`src/pkg/ppgs_pkg.sv`:
```
// constants and types for the push-pull gate sequencer
package ppgs_pkg;
   // system clock
   localparam int unsigned SYS_CLK_HZ      = 50_000_000;
   // switching frequency limits and nominal in kHz
   localparam int unsigned FSW_MIN_KHZ     = 300;
   localparam int unsigned FSW_MAX_KHZ     = 550;
   localparam int unsigned FSW_NOM_KHZ     = 375;
   // half period counts derived from the clock rate (min time rounds up)
   localparam int unsigned HALF_MIN_CYC    = (SYS_CLK_HZ + 2*FSW_MAX_KHZ*1000 - 1)
                                             / (2*FSW_MAX_KHZ*1000);
   localparam int unsigned HALF_MAX_CYC    = SYS_CLK_HZ / (2*FSW_MIN_KHZ*1000);
   localparam int unsigned HALF_NOM_CYC    = SYS_CLK_HZ / (2*FSW_NOM_KHZ*1000);
   // dither: +-10.6 percent in steps of about 1.5 percent, as cycles
   localparam int unsigned DITH_STEP_CYC   = 1;
   localparam int unsigned DITH_STEPS      = 7;
   // dead time in ns and cycles
   localparam int unsigned DEAD_NS         = 165;
   localparam int unsigned DEAD_CYC        = (DEAD_NS * 50 + 999) / 1000;
   // hiccup delay after over-temperature clears
   localparam int unsigned HICCUP_MS       = 64;
   localparam int unsigned HICCUP_CYC      = HICCUP_MS * (SYS_CLK_HZ / 1000);
   // counter widths
   localparam int unsigned CNT_W           = 8;
   localparam int unsigned HIC_W           = 23;
   // sequencer states, gray along off -> run -> hiccup
   typedef enum logic [1:0] {
      PPGS_OFF    = 2'b00,
      PPGS_RUN    = 2'b01,
      PPGS_HICCUP = 2'b11
   } ppgs_state_t;
endpackage : ppgs_pkg

```
`src/core/ppgs_push_pull_gate_sequencer.sv`:
```
// push-pull gate sequencer: divider, dither, dead time, supply and thermal sequencing

module ppgs_push_pull_gate_sequencer #(
   parameter int unsigned DEAD_CYCLES  = ppgs_pkg::DEAD_CYC,
   parameter int unsigned HICCUP_CYCLES = ppgs_pkg::HICCUP_CYC
) (
   // clock and reset
   input  wire logic sys_clk,
   input  wire logic rst,
   // supply and thermal indications
   input  wire logic supplyGood,
   input  wire logic overTemp,
   // gate drives
   output logic      gateDriveA,
   output logic      gateDriveB,
   // status
   output logic      switching
);
   ppgs_pkg::ppgs_state_t stateQ, stateD;
   logic [ppgs_pkg::CNT_W-1:0] halfCntQ;
   logic [ppgs_pkg::CNT_W-1:0] deadCntQ;
   logic [ppgs_pkg::CNT_W-1:0] halfLen;
   logic [3:0]                 dithQ;
   logic                       dithUpQ;
   logic                       phaseQ;
   logic                       gateAQ, gateBQ;
   logic [ppgs_pkg::HIC_W-1:0] hicCntQ;

   localparam logic [ppgs_pkg::CNT_W-1:0] DEAD_LEN = ppgs_pkg::CNT_W'(DEAD_CYCLES);
   localparam logic [ppgs_pkg::CNT_W-1:0] HALF_BASE =
      ppgs_pkg::CNT_W'(ppgs_pkg::HALF_NOM_CYC - ppgs_pkg::DITH_STEPS);
   localparam logic [3:0] DITH_TOP = 4'(2 * ppgs_pkg::DITH_STEPS);
   localparam logic [ppgs_pkg::HIC_W-1:0] HIC_ONE = {{(ppgs_pkg::HIC_W-1){1'b0}}, 1'b1};
   localparam logic [ppgs_pkg::CNT_W-1:0] DEAD_GAP = DEAD_LEN + 8'h01;

   wire running  = (stateQ == ppgs_pkg::PPGS_RUN);
   wire halfDone = (halfCntQ == halfLen - 8'h01);
   wire deadDone = (deadCntQ == 8'h00);
   wire hicDone  = (hicCntQ == ppgs_pkg::HIC_W'(HICCUP_CYCLES - 1));

   // triangle dither on the half period, centred on nominal
   assign halfLen = HALF_BASE + {4'h0, dithQ};

   // sequencing: supply loss and heat both stop, heat then waits out the hiccup
   always_comb begin
      stateD = stateQ;
      case (stateQ)
         ppgs_pkg::PPGS_OFF:    if (supplyGood && !overTemp) stateD = ppgs_pkg::PPGS_RUN;
         ppgs_pkg::PPGS_RUN:    if (!supplyGood) stateD = ppgs_pkg::PPGS_OFF;
                                else if (overTemp) stateD = ppgs_pkg::PPGS_HICCUP;
         ppgs_pkg::PPGS_HICCUP: if (!supplyGood) stateD = ppgs_pkg::PPGS_OFF;
                                else if (!overTemp && hicDone) stateD = ppgs_pkg::PPGS_RUN;
         default:               stateD = ppgs_pkg::PPGS_OFF;
      endcase
   end

   always_ff @(posedge sys_clk) begin
      if (rst) stateQ <= ppgs_pkg::PPGS_OFF;
      else     stateQ <= stateD;
   end

   // hiccup timer counts only while the die is cool; a new overheat restarts it
   always_ff @(posedge sys_clk) begin
      if (rst || stateQ != ppgs_pkg::PPGS_HICCUP || overTemp) hicCntQ <= '0;
      else if (!hicDone) hicCntQ <= hicCntQ + HIC_ONE;
   end
   // nothing may switch while the hiccup wait runs
   a_hiccup_hold: assert property (@(posedge sys_clk) disable iff (rst)
      (stateQ == ppgs_pkg::PPGS_HICCUP) |-> !gateDriveA && !gateDriveB && !switching)
      else $error("gate high during hiccup");
   // a fresh overheat throws away the cool time already counted
   a_hiccup_restart: assert property (@(posedge sys_clk) disable iff (rst)
      (stateQ == ppgs_pkg::PPGS_HICCUP && overTemp) |=> hicCntQ == '0)
      else $error("hiccup timer not restarted");

   // phase divider: each half period flips the phase, 50% duty per phase
   always_ff @(posedge sys_clk) begin
      if (rst || !running) begin
         halfCntQ <= '0;
         phaseQ   <= 1'b0;
      end else if (halfDone) begin
         halfCntQ <= '0;
         phaseQ   <= ~phaseQ;
      end else begin
         halfCntQ <= halfCntQ + 8'h01;
      end
   end
   // leaving run must clear the divider before the next start
   a_off_entry: assert property (@(posedge sys_clk) disable iff (rst)
      (running && stateD != ppgs_pkg::PPGS_RUN) |=> (!gateDriveA && !gateDriveB) ##1
      (!phaseQ && halfCntQ == 8'h00))
      else $error("stop did not restart the phase");

   // dither steps once per full period so both halves stay equal
   always_ff @(posedge sys_clk) begin
      if (rst || !running) begin
         dithQ   <= 4'h0;
         dithUpQ <= 1'b1;
      end else if (halfDone && phaseQ) begin
         if (dithUpQ) begin
            if (dithQ == DITH_TOP - 4'h1) dithUpQ <= 1'b0;
            dithQ <= dithQ + 4'h1;
         end else begin
            if (dithQ == 4'h1) dithUpQ <= 1'b1;
            dithQ <= dithQ - 4'h1;
         end
      end
   end
   // the dither must stay inside its triangle and move every full period
   a_dither_range: assert property (@(posedge sys_clk) disable iff (rst)
      dithQ <= DITH_TOP) else $error("dither beyond its top");
   a_dither_step: assert property (@(posedge sys_clk) disable iff (rst)
      (running && halfDone && phaseQ) |=> dithQ != $past(dithQ))
      else $error("dither did not move");

   // dead-time counter reloads on every phase change
   always_ff @(posedge sys_clk) begin
      if (rst || !running) deadCntQ <= DEAD_LEN;
      else if (halfDone)   deadCntQ <= DEAD_LEN;
      else if (!deadDone)  deadCntQ <= deadCntQ - 8'h01;
   end

   // gates use the next state so a stop drops them in the same edge
   wire runNext = (stateD == ppgs_pkg::PPGS_RUN) && running;
   wire enA     = runNext && deadDone && !halfDone && !phaseQ;
   wire enB     = runNext && deadDone && !halfDone &&  phaseQ;
   always_ff @(posedge sys_clk) begin
      if (rst) begin
         gateAQ <= 1'b0;
         gateBQ <= 1'b0;
      end else begin
         gateAQ <= enA;
         gateBQ <= enB;
      end
   end

   assign gateDriveA = gateAQ;
   assign gateDriveB = gateBQ;
   assign switching  = running;

   // pulse bookkeeping for the checks below; no effect on the outputs
   logic [ppgs_pkg::CNT_W-1:0] gapCntQ;
   logic [ppgs_pkg::CNT_W-1:0] hiCntQ;
   logic [ppgs_pkg::CNT_W-1:0] hiAQ;
   wire anyGate = gateDriveA || gateDriveB;

   // cycles both gates have been low, saturating so a long off time cannot wrap
   always_ff @(posedge sys_clk) begin
      if (rst || anyGate)         gapCntQ <= '0;
      else if (gapCntQ != 8'hFF) gapCntQ <= gapCntQ + 8'h01;
   end

   // length of the current pulse, and of the last A pulse for the B pulse to match
   always_ff @(posedge sys_clk) begin
      if (rst || !anyGate) hiCntQ <= '0;
      else                 hiCntQ <= hiCntQ + 8'h01;
   end
   always_ff @(posedge sys_clk) begin
      if (rst)             hiAQ <= '0;
      else if (gateDriveA) hiAQ <= hiCntQ + 8'h01;
   end

   // the gap holds the reload plus the edge that drops the old gate
   a_dead_b: assert property (@(posedge sys_clk) disable iff (rst)
      $rose(gateDriveB) |-> gapCntQ == DEAD_GAP) else $error("dead gap before B wrong");
   // a start after a stop has waited at least as long
   a_dead_a: assert property (@(posedge sys_clk) disable iff (rst)
      $rose(gateDriveA) |-> gapCntQ >= DEAD_GAP) else $error("dead gap before A short");
   // both halves of one period share a dither step, so their pulses match
   a_half_match: assert property (@(posedge sys_clk) disable iff (rst)
      ($fell(gateDriveB) && switching) |-> hiCntQ == hiAQ)
      else $error("A and B pulses differ");
   // each gate only follows its own phase
   a_gate_phase_a: assert property (@(posedge sys_clk) disable iff (rst)
      gateDriveA |-> !$past(phaseQ)) else $error("A high in phase B");
   a_gate_phase_b: assert property (@(posedge sys_clk) disable iff (rst)
      gateDriveB |-> $past(phaseQ)) else $error("B high in phase A");

   // checks
   a_gates_exclusive: assert property (@(posedge sys_clk) disable iff (rst)
      !(gateDriveA && gateDriveB)) else $error("both gates high");
   a_dead_gap: assert property (@(posedge sys_clk) disable iff (rst)
      $fell(gateDriveA) |-> !gateDriveB [*2]) else $error("no dead time after A");
   a_off_low: assert property (@(posedge sys_clk) disable iff (rst)
      (stateQ == ppgs_pkg::PPGS_OFF) |-> !gateDriveA && !gateDriveB)
      else $error("gate high in off-mode");
   a_heat_stop: assert property (@(posedge sys_clk) disable iff (rst)
      (running && overTemp) |=> !gateDriveA && !gateDriveB) else $error("no stop on heat");
   a_uv_stop: assert property (@(posedge sys_clk) disable iff (rst)
      !supplyGood |=> !gateDriveA && !gateDriveB && !switching) else $error("no stop on uv");
   a_start_up: assert property (@(posedge sys_clk) disable iff (rst)
      (stateQ == ppgs_pkg::PPGS_OFF && supplyGood && !overTemp) |=> switching)
      else $error("no start on supply good");
   a_phase_restart: assert property (@(posedge sys_clk) disable iff (rst)
      $rose(switching) |-> !phaseQ && halfCntQ == 8'h00) else $error("phase not reset");
   a_half_range: assert property (@(posedge sys_clk) disable iff (rst)
      halfLen >= 8'(ppgs_pkg::HALF_MIN_CYC) && halfLen <= 8'(ppgs_pkg::HALF_MAX_CYC))
      else $error("half period out of range");
   a_resume_wait: assert property (@(posedge sys_clk) disable iff (rst)
      $rose(switching) && $past(stateQ) == ppgs_pkg::PPGS_HICCUP |-> $past(hicDone))
      else $error("resumed before hiccup");
   a_phase_toggle: assert property (@(posedge sys_clk) disable iff (rst)
      (running && halfDone && stateD == ppgs_pkg::PPGS_RUN) |=> phaseQ != $past(phaseQ))
      else $error("phase did not toggle");

   c_gate_a: cover property (@(posedge sys_clk) $rose(gateDriveA));
   c_gate_b: cover property (@(posedge sys_clk) $rose(gateDriveB));
   c_hiccup: cover property (@(posedge sys_clk) stateQ == ppgs_pkg::PPGS_HICCUP && hicDone);
   c_uv_off: cover property (@(posedge sys_clk) running && !supplyGood);
   c_heat_trip: cover property (@(posedge sys_clk) running && overTemp);
endmodule : ppgs_push_pull_gate_sequencer

```
`config.mk`:
```
export PLATFORM = sky130hd
export DESIGN_NAME = ppgs_push_pull_gate_sequencer
export DESIGN_NICKNAME = d
export VERILOG_FILES = /design/src/pkg/ppgs_pkg.sv /design/src/core/ppgs_push_pull_gate_sequencer.sv
export SDC_FILE = /design/constraint.sdc
export NUM_CORES = 1
export LEC_CHECK = 0
export BUFFER_PORTS_ARGS = -buffer_cell sky130_fd_sc_hd__buf_2
export CORE_MARGIN = 2
export CORE_UTILIZATION = 42
export CTS_CLUSTER_SIZE = 20
export DETAILED_ROUTE_END_ITERATION = 10
export PLACE_DENSITY = 0.54
export SLEW_MARGIN = 20
export SYNTH_ARGS = -nofsm -noshare
export SYNTH_HDL_FRONTEND = slang
export SYNTH_SLANG_ARGS = --single-unit
```
`constraint.sdc`:
```
create_clock -name sys_clk -period 4.3 [get_ports sys_clk]
set_clock_uncertainty 0.05 [all_clocks]
set_input_delay 0.43 -clock sys_clk [delete_from_list [all_inputs] [get_ports sys_clk]]
set_output_delay 0.43 -clock sys_clk [all_outputs]
set_load 0.02 [all_outputs]
```
==> results of run 1 <==
==> worst max-delay path, cell delays in order (launching register included) <==
cell     delay (ns)
dfxtp_1        0.53
inv_1          0.10
ha_1           0.37
xnor2_1        0.15
or3_1          0.30
a211o_1        0.33
or3_1          0.47
or4_1          0.54
a21oi_1        0.15
==> cell families (layout without fill, tap and decap cells) <==
family,after synthesis,after routing,synth area share
buf+inv,19,21,0.0358
fa+ha+maj,6,6,0.0311
xor+xnor,43,43,0.156
simple gates,129,129,0.272
mux,4,4,0.0171
compound gates,30,30,0.0819
flops,49,49,0.406
==> power by group through the flow <==
| stage | combinational, mW | clock (mW) | sequential, mW |
|---|---|---|---|
| after CTS | 0.0118 | 0.288 | 0.456 |
| after global placement | 0.0117 | 0 | 0.467 |
| after global routing | 0.0132 | 0.306 | 0.457 |
| after floorplan | 0.00841 | 0 | 0.466 |
| after detailed placement | 0.0117 | 0 | 0.467 |
| final | 0.0116 | 0.272 | 0.456 |
==> synth_stat cells (2+ instances only) <==
cell type / number
nand3_1: 21
o21ai_0: 4
xor2_1: 25
nand4_1: 8
xnor2_1: 18
o31ai_1: 3
clkbuf_1: 4
inv_1: 8
nor2b_1: 3
and3_1: 7
a21oi_1: 11
dfxtp_1: 49
buf_4: 3
or2_2: 2
nand4b_1: 2
a21boi_0: 2
nor2_1: 42
o21a_1: 2
mux2i_1: 3
buf_2: 3
or3_1: 3
or4_1: 4
nor4_1: 3
ha_1: 6
nand2_1: 13
o22ai_1: 2
nor3b_1: 4
nor3_1: 12
==> final cells by class <==
type	instances	area share
inverters	8	0.0117
repair buffers	6	0.0117
flip-flops and latches	49	0.383
multi-input cells	212	0.525
clock buffers	7	0.0337
well taps	72	0.0351
==> registers in the layout, indices dropped and copies added (netlist names) <==
signal and flops:
deadCntQ 8, phaseQ 1, stateQ 2, dithQ 4
halfCntQ 8, dithUpQ 1, gateDriveA 1, hicCntQ 23
gateDriveB 1
==> worst max-delay path by stage <==
| stage | startpoint | to | slack [ns] | depth (start not counted) |
|---|---|---|---|---|
| final | dithQ[0] | dithQ[3] | 1.24 | 8 |
| after global routing | dithQ[0] | deadCntQ[4] | 0.92 | 8 |
| after CTS | dithQ[0] | deadCntQ[4] | 1.22 | 8 |
| after global placement | dithQ[0] | deadCntQ[5] | 1.29 | 8 |
| after detailed placement | dithQ[0] | deadCntQ[4] | 1.22 | 8 |
| after floorplan | dithQ[0] | dithQ[2] | 1.42 | 10 |
==> metal layers <==
metal / routed length [µm] / GRT usage / share of wire / vias up
met5: 0 / 0 / 0 / -
met4: 93 / 0.0712 / 0.021 / 0
met3: 130 / 0.0373 / 0.029 / 9
met2: 1980 / 0.245 / 0.45 / 19
met1: 2230 / 0.201 / 0.50 / 847
li1: - / - / - / 971
==> per-stage QoR <==
stage / hold slack [ns] / setup slack (ns) / instance area [µm²]
4_1_cts: 0.343 / 1.22 / 2560
3_3_place_gp: 0.401 / 1.29 / 2480
3_5_place_dp: 0.409 / 1.22 / 2480
6_report: 0.362 / 1.24 / 2560
2_1_floorplan: 0.381 / 1.42 / 2410
5_1_grt: 0.391 / 0.918 / 2560
==> results.yml, run 1 <==
power_and_ir_drop:
  switchingPower_uw: 152
  intPower_uw: 587
  p_leak_nw: 0.869
  seq_power_share: 0.616
  power.density_mw_per_mm2: 289
  p_comb_frac: 0.016
  clock_power_share: 0.368
  total_power_uw: 740
  swShare: 0.206
  irDropWorstVdd_v: 0.000162
worst_setup_path:
  cp_data_required_time_ns: 4.48
  worst_ep_arrival_time_ns: 3.24
  crit_path_start_kind: "flop"
  endpoint_kind: "flop"
  path_class: "reg2reg"
  reg2reg_from: "dithQ[0]"
  r2r_slack_ns: 1.24
  r2r_cells: 8
  r2r_end: "dithQ[3]"
  path_max_fanout: 12
synthesis:
  async_reset_ff_frac: 0
  syn_area_mm2: 0.00241
  synthTopCellsByArea: "dfxtp_1, xor2_1, nor2_1"
  synth_seq_cells: 49
  synth_edf_count: 0
  synth_nets: 290
  yosys_warnings: 0
  ys_seq_area_frac: 0.406
  synth_top_area_cell: "dfxtp_1"
  synth.top_cell.area_share: 0.406
  synth_cells: 280
  ys.flop_type: "dfxtp_1"
  synth_cell_types: 41
  avgSynthCellArea_um2: 8.62
drt:
  ant_nets: 0
  wire_per_inst_um: 12.5
  drc: 0
  wirelength_mm: 4.44
  vias: 1846
  drtPass1Iterations: 4
  via_per_inst: 5.21
  first_iter_violations: 67
global_route:
  grt_pass1_vias: 1763
  grtUsageTotal: 0.156
  grt_antenna_before_repair: 0
  gr-total-overflow: 0
  grt_pass1_wl_mm: 7.87
  grt_max_degree: 24
timing:
  worst_slew_pin_slew_ns: 0.986
  timing.setup.tns_ns: 0
  slew-limit-headroom: 0.339
  setup_viol: 0
  fmax_mhz: 327
  grt_setup_unrepaired: "no"
  drv_slew: 0
  final_hold_viol_count: 0
  post-route-period-util: 0.711
  fin_crit_ns: 3.06
clocking:
  cts_tree: "yes"
  clk_pin_slew_ns: 0.09
  cts.path.max_buffers: 2
  clk_latency_ns: 0.30
  clock-sinks: 49
  cts_resized: 0
  post_cts_buffers: 0
  root_buffer: "clkbuf_8"
  cts_inserted_buffers: 5
  h-tree-depth: 2
  cts_hold_buf: 0
finish:
  antennaDiodeCount: 0
  area_growth_pct: 6.22
  finalCoreUtilization: 0.463
  multi_input_area_mm2: 0.00135
  final_cells: 354
  fillers: 568
  finalNetCount: 292
  final_cell_mix: "dfxtp_1, nor2_1, xor2_1, nand3_1, xnor2_1"
  seq_area_um2: 981
  layout-drive-gt1-share: 0.0603
  final_common_cell: "dfxtp_1"
min_path:
  hold_start: "overTemp"
  whs_path_depth: 3
  holdPathEnd: "stateQ[1]"
  hold_path.class: "in2reg"
floorplanning:
  design.die.area_mm2: 0.00637
  die_w_um: 79.8
  core_region_area_mm2: 0.00554
  die_h_um: 79.8
  initial_utilization: 0.436
  ios: 7
  fp-row-count: 27
placed_design:
  dp_hpwl_mm: 3.12
  io_buffers: 6
  place.gp.congestion: 0.797
  dp.cells: 347
job:
  cap_violations: 0
outcome:
  status: "finished clean"
Power figures use the tool's default switching activity.
==> run 2, diff against run 1 <==
==> constraint.sdc (replaced) <==
create_clock -name sys_clk -period 2.9 [get_ports sys_clk]
set_clock_uncertainty 0.05 [all_clocks]
set_input_delay 0.29 -clock sys_clk [delete_from_list [all_inputs] [get_ports sys_clk]]
set_output_delay 0.29 -clock sys_clk [all_outputs]
set_load 0.02 [all_outputs]
==> run 2 against run 1 <==
Compared with the run above:
- combinational power rose by 47%
- register-to-register slack got worse by 1.1 ns
- cell area up 2.7%
- sequential share of layout area fell by 0.95 points
- largest power group unchanged
- critical path type unchanged
- sequential power grew 48%
- non-clock buffer count grew 5
- critical endpoint is now dithQ[2]
- power grew 60%
==> results.yml, run 2 (synthesized netlist as in run 1, its figures left out) <==
timing:
  drv_slew: 0
  worst_slew_pin_slew_ns: 0.868
  fmax_mhz: 364
  grt_setup_unrepaired: "no"
  fin_crit_ns: 2.75
  timing.setup.tns_ns: 0
  post-route-period-util: 0.948
  final_hold_viol_count: 0
  setup_viol: 0
  slew-limit-headroom: 0.418
worst_setup_path:
  worst_ep_arrival_time_ns: 2.93
  cpPeakStageDelay_ns: 0.51
  crit_chain: "inv_1 > ha_1 > xnor2_1 > or3_1 > a211o_1 > or3_4 > or4_1 > a21oi_1"
  r2r_slack_ns: 0.15
  cp_data_required_time_ns: 3.08
  crit_slowest_cell: "or4_1"
  endpoint_kind: "flop"
  path_class: "reg2reg"
  crit_path_start_kind: "flop"
  reg2reg_from: "dithQ[1]"
  cp_num_buf_inv: 1
  path_max_fanout: 7
  r2r_end: "dithQ[2]"
  r2r_cells: 8
  crit_family: "simple AND/OR/NAND/NOR gates"
placed_design:
  dp_hpwl_mm: 3.09
  place.gp.congestion: 0.791
  io_buffers: 6
  placed_area_mm2: 0.00251
min_path:
  holdPathEnd: "stateQ[1]"
  hold_start: "overTemp"
  hold_path.class: "in2reg"
  whs_path_depth: 3
drt:
  via_per_inst: 5.19
  wirelength_mm: 4.41
  drc: 0
  wire_per_inst_um: 12.2
  first_iter_violations: 73
  drtPass1Iterations: 4
  ant_nets: 0
  vias: 1869
finish:
  finalNetCount: 297
  final_common_cell: "dfxtp_1"
  final_cell_mix: "dfxtp_1, nor2_1, xor2_1, nand3_1, xnor2_1"
  area_growth_pct: 9.07
  largest_reg_flops: 23
  design_area_mm2: 0.00263
  antennaDiodeCount: 0
  reg.largest.list: "hicCntQ x23, deadCntQ x8, halfCntQ x8"
  largest_register: "hicCntQ"
  layout-drive-gt1-share: 0.0868
clocking:
  post_cts_buffers: 0
  clk_pin_slew_ns: 0.09
  cts_resized: 0
  cts_tree: "yes"
  h-tree-depth: 2
  clock-sinks: 49
  cts.path.max_buffers: 2
  cts_hold_buf: 0
  cts_inserted_buffers: 5
  root_buffer: "clkbuf_8"
  clk_latency_ns: 0.30
global_route:
  busiest_layer: "met2"
  grt.met2_usage: 0.248
  met3_usage: 0.0305
  grt_use_met1: 0.201
  gr-total-overflow: 0
  grt_pass1_wl_mm: 7.80
  grt_max_degree: 17
  grt_pass1_vias: 1738
  grt_antenna_before_repair: 0
  grtUsageTotal: 0.154
floorplanning:
  die_w_um: 79.8
  die_h_um: 79.8
  core_region_area_mm2: 0.00554
  design.die.area_mm2: 0.00637
  ios: 7
  initial_utilization: 0.436
  fp-row-count: 27
outcome:
  status: "finished clean"
job:
  cap_violations: 0
power_and_ir_drop:
  irDropWorstVdd_v: 0.000280
  power.density_mw_per_mm2: 450
  p_leak_nw: 0.909
-- run 2: through the flow --
step	setup slack, ns	util	cells	total power, mW	hold slack (ns)
after detailed placement	0.0545	0.454	352	0.709	0.404
after global placement	0.123	0.454	352	0.709	0.396
final	0.150	0.475	360	1.18	0.191
after global routing	0.0389	0.475	360	1.24	0.211
after CTS	0.0117	0.474	360	1.20	0.188
after floorplan	0.0171	-	280	0.704	0.372
-- run 2: how the worst max path moves through the flow --
stage / startpoint / endpoint / slack [ns] / cells after the start
6_report: dithQ[1] / dithQ[2] / 0.15 / 8
3_3_place_gp: dithQ[1] / dithQ[2] / 0.12 / 8
4_1_cts: dithQ[1] / dithQ[2] / 0.01 / 8
2_1_floorplan: dithQ[0] / dithQ[2] / 0.02 / 10
5_1_grt: dithQ[1] / dithQ[3] / 0.04 / 8
3_5_place_dp: dithQ[1] / dithQ[2] / 0.05 / 8
-- run 2: power breakdown --
group	total [mW]	internal, mW	switching (mW)
registers	0.676	0.674	0.00210
logic	0.0170	0.00732	0.00963
clock network	0.492	0.259	0.232
-- run 2: layer usage --
| metal | wire (µm) | share of wire |
|---|---|---|
| met1 | 2220 | 0.50 |
| met2 | 1990 | 0.45 |
| met3 | 108 | 0.025 |
| met4 | 86 | 0.020 |
| met5 | 0 | 0 |
-- run 2: area by class of cell --
cell class / count / area, µm²
sequential: 49 / 982
clock buffer: 6 / 72.6
inverter: 8 / 30.0
timing repair buffer: 11 / 67.6
fill: 571 / 2910
multi-input combinational: 212 / 1350
clock inverter: 2 / 38.8
tap: 72 / 90.1
-- run 2: worst reg2reg max path, stage by stage (launching register included) --
cell and delay (ns):
dfxtp_2 0.39, inv_1 0.07, ha_1 0.30, xnor2_1 0.14, or3_1 0.31, a211o_1 0.35
or3_4 0.42, or4_1 0.51, a21oi_1 0.15
==> run 3, diff against run 2 <==
--- a/config.mk
+++ b/config.mk
@@ -6,8 +6,10 @@
 export NUM_CORES = 1
 export LEC_CHECK = 0
 export BUFFER_PORTS_ARGS = -buffer_cell sky130_fd_sc_hd__buf_2
+export CORE_ASPECT_RATIO = 0.9
 export CORE_MARGIN = 2
 export CORE_UTILIZATION = 42
+export CTS_BUF_LIST = sky130_fd_sc_hd__clkbuf_16
 export CTS_CLUSTER_SIZE = 20
 export DETAILED_ROUTE_END_ITERATION = 10
 export PLACE_DENSITY = 0.54
==> run 3 against run 2 <==
Compared with the run above:
- maximum frequency barely moved
- clock power grew 18%
- combinational power decreased by 4%
- critical path depth did not move
- worst hold slack improved by 0.027 ns
- first-iteration DRC count down 12%
- sequential share of layout area fell by 0.58 points
- cell area up 1.6%
- routed wire length up 1.6%
- critical path type unchanged
==> results.yml, run 3 (synthesized netlist as in run 1, its figures left out) <==
global_route:
  grt_antenna_before_repair: 0
  gr-total-overflow: 0
  grtUsageTotal: 0.148
  grt_pass1_wl_mm: 7.87
  grt_pass1_vias: 1712
  grt_max_degree: 24
timing:
  final_hold_viol_count: 0
  slew-limit-headroom: 0.401
  timing.setup.tns_ns: 0
  setup_viol: 0
  fmax_mhz: 363
  grt_setup_unrepaired: "no"
  drv_slew: 0
  fin_crit_ns: 2.75
  worst_slew_pin_slew_ns: 0.893
  post-route-period-util: 0.949
  fin_ws_ns: 0.148
finish:
  largest_register: "hicCntQ"
  fillers: 558
  antennaDiodeCount: 0
  final_cell_mix: "dfxtp_1, nor2_1, xor2_1, nand3_1, xnor2_1"
  finalCoreUtilization: 0.475
  area_growth_pct: 10.8
  final_common_cell: "dfxtp_1"
  reg.largest.list: "hicCntQ x23, deadCntQ x8, halfCntQ x8"
  layout-drive-gt1-share: 0.0897
  largest_reg_flops: 23
  finalNetCount: 299
placed_design:
  dpl_worst_slack_ns: 0.0978
  place.gp.congestion: 0.805
  io_buffers: 6
  dp_hpwl_mm: 3.15
clocking:
  clock-sinks: 49
  clk_latency_ns: 0.28
  cts_inserted_buffers: 5
  cts_tree: "yes"
  cts.path.max_buffers: 2
  root_buffer: "clkbuf_16"
  h-tree-depth: 2
  post_cts_buffers: 0
  clk_pin_slew_ns: 0.07
power_and_ir_drop:
  clock_power_share: 0.455
  power.density_mw_per_mm2: 476
  irDropWorstVdd_v: 0.000379
  seq_power_share: 0.532
  p_leak_nw: 0.929
  switchingPower_uw: 270
  p_comb_frac: 0.013
  swShare: 0.212
  intPower_mw: 1.00
worst_setup_path:
  worst_ep_arrival_time_ns: 2.92
  r2r_slack_ns: 0.15
  path_class: "reg2reg"
  path_max_fanout: 4
  cp_data_required_time_ns: 3.07
  crit_path_start_kind: "flop"
  endpoint_kind: "flop"
floorplanning:
  ios: 7
  fp-row-count: 26
  die_h_um: 75.9
  core_region_area_mm2: 0.00563
  initial_utilization: 0.429
  die_w_um: 83.9
  design.die.area_mm2: 0.00637
drt:
  vias: 1868
  first_iter_violations: 64
  wire_per_inst_um: 12.4
  ant_nets: 0
  drc: 0
  wirelength_mm: 4.48
  drtPass1Iterations: 4
  via_per_inst: 5.19
outcome:
  status: "finished clean"
min_path:
  hold_path.class: "in2reg"
job:
  cap_violations: 0
## run 3: cell count changes in the layout (fill, tap and decap cells not counted)
cell        change
clkbuf_16       +5
clkbuf_8        -5
buf_4           +2
bufinv_16       -1
clkbuf_1        -1
clkinv_1        +1
clkinv_4        -1
clkinvlp_4      +1
inv_6           +1
or3_1           +1
or3_4           -1
## run 3: power by group through the flow
stage | clock network [mW] | logic, mW | registers, mW
floorplan | 0 | 0.0125 | 0.692
global placement | 0 | 0.0166 | 0.692
detailed placement | 0 | 0.0166 | 0.692
CTS | 0.596 | 0.0167 | 0.676
global route | 0.616 | 0.0190 | 0.676
finish | 0.579 | 0.0164 | 0.677
## run 3: worst max-delay path: stages (launching register included)
cell,delay (ns)
dfxtp_1,0.38
inv_1,0.08
ha_1,0.33
xnor2_1,0.14
or3_1,0.30
a211o_1,0.34
or3_1,0.42
or4_1,0.51
a21oi_1,0.14
## run 3: cell type report
class / instances / area (µm²) / share of cell area
Clock buffer: 5 / 125 / 0.0468
Clock inverter: 3 / 20.0 / 0.00749
Inverter: 8 / 30.0 / 0.0112
Multi-Input combinational cell: 212 / 1350 / 0.504
Sequential cell: 49 / 982 / 0.367
Tap cell: 70 / 87.6 / 0.0328
Timing Repair Buffer: 13 / 82.6 / 0.0309
## run 3: metrics by stage
stage	cell area, µm²	hold WS, ns	total power [mW]	std cells
2_1_floorplan	2410	0.372	0.704	280
3_3_place_gp	2530	0.401	0.709	352
3_5_place_dp	2530	0.399	0.709	352
4_1_cts	2670	0.217	1.29	360
5_1_grt	2670	0.240	1.31	360
6_report	2670	0.218	1.27	360
## run 3: path summary, 6_finish.rpt
check / startpoint / endpoint / cells after the start
min: overTemp / stateQ[1] / 3
max: dithQ[0] / dithQ[2] / 8
min reg2reg: stateQ[0] / stateQ[1] / 2
max reg2reg: dithQ[0] / dithQ[2] / 8
## run 3: what timing repair did
item	in CTS	in global routing
hold buffers	0	0
endpoints found under the setup margin	0	4
gates resized for setup	0	1
## run 3: layer usage
metal	global-route usage	vias up	wire [µm]
li1	-	985	-
met1	0.217	845	2350
met2	0.218	34	1890
met3	0.0327	4	188
met4	0.0452	0	42
met5	0	-	0
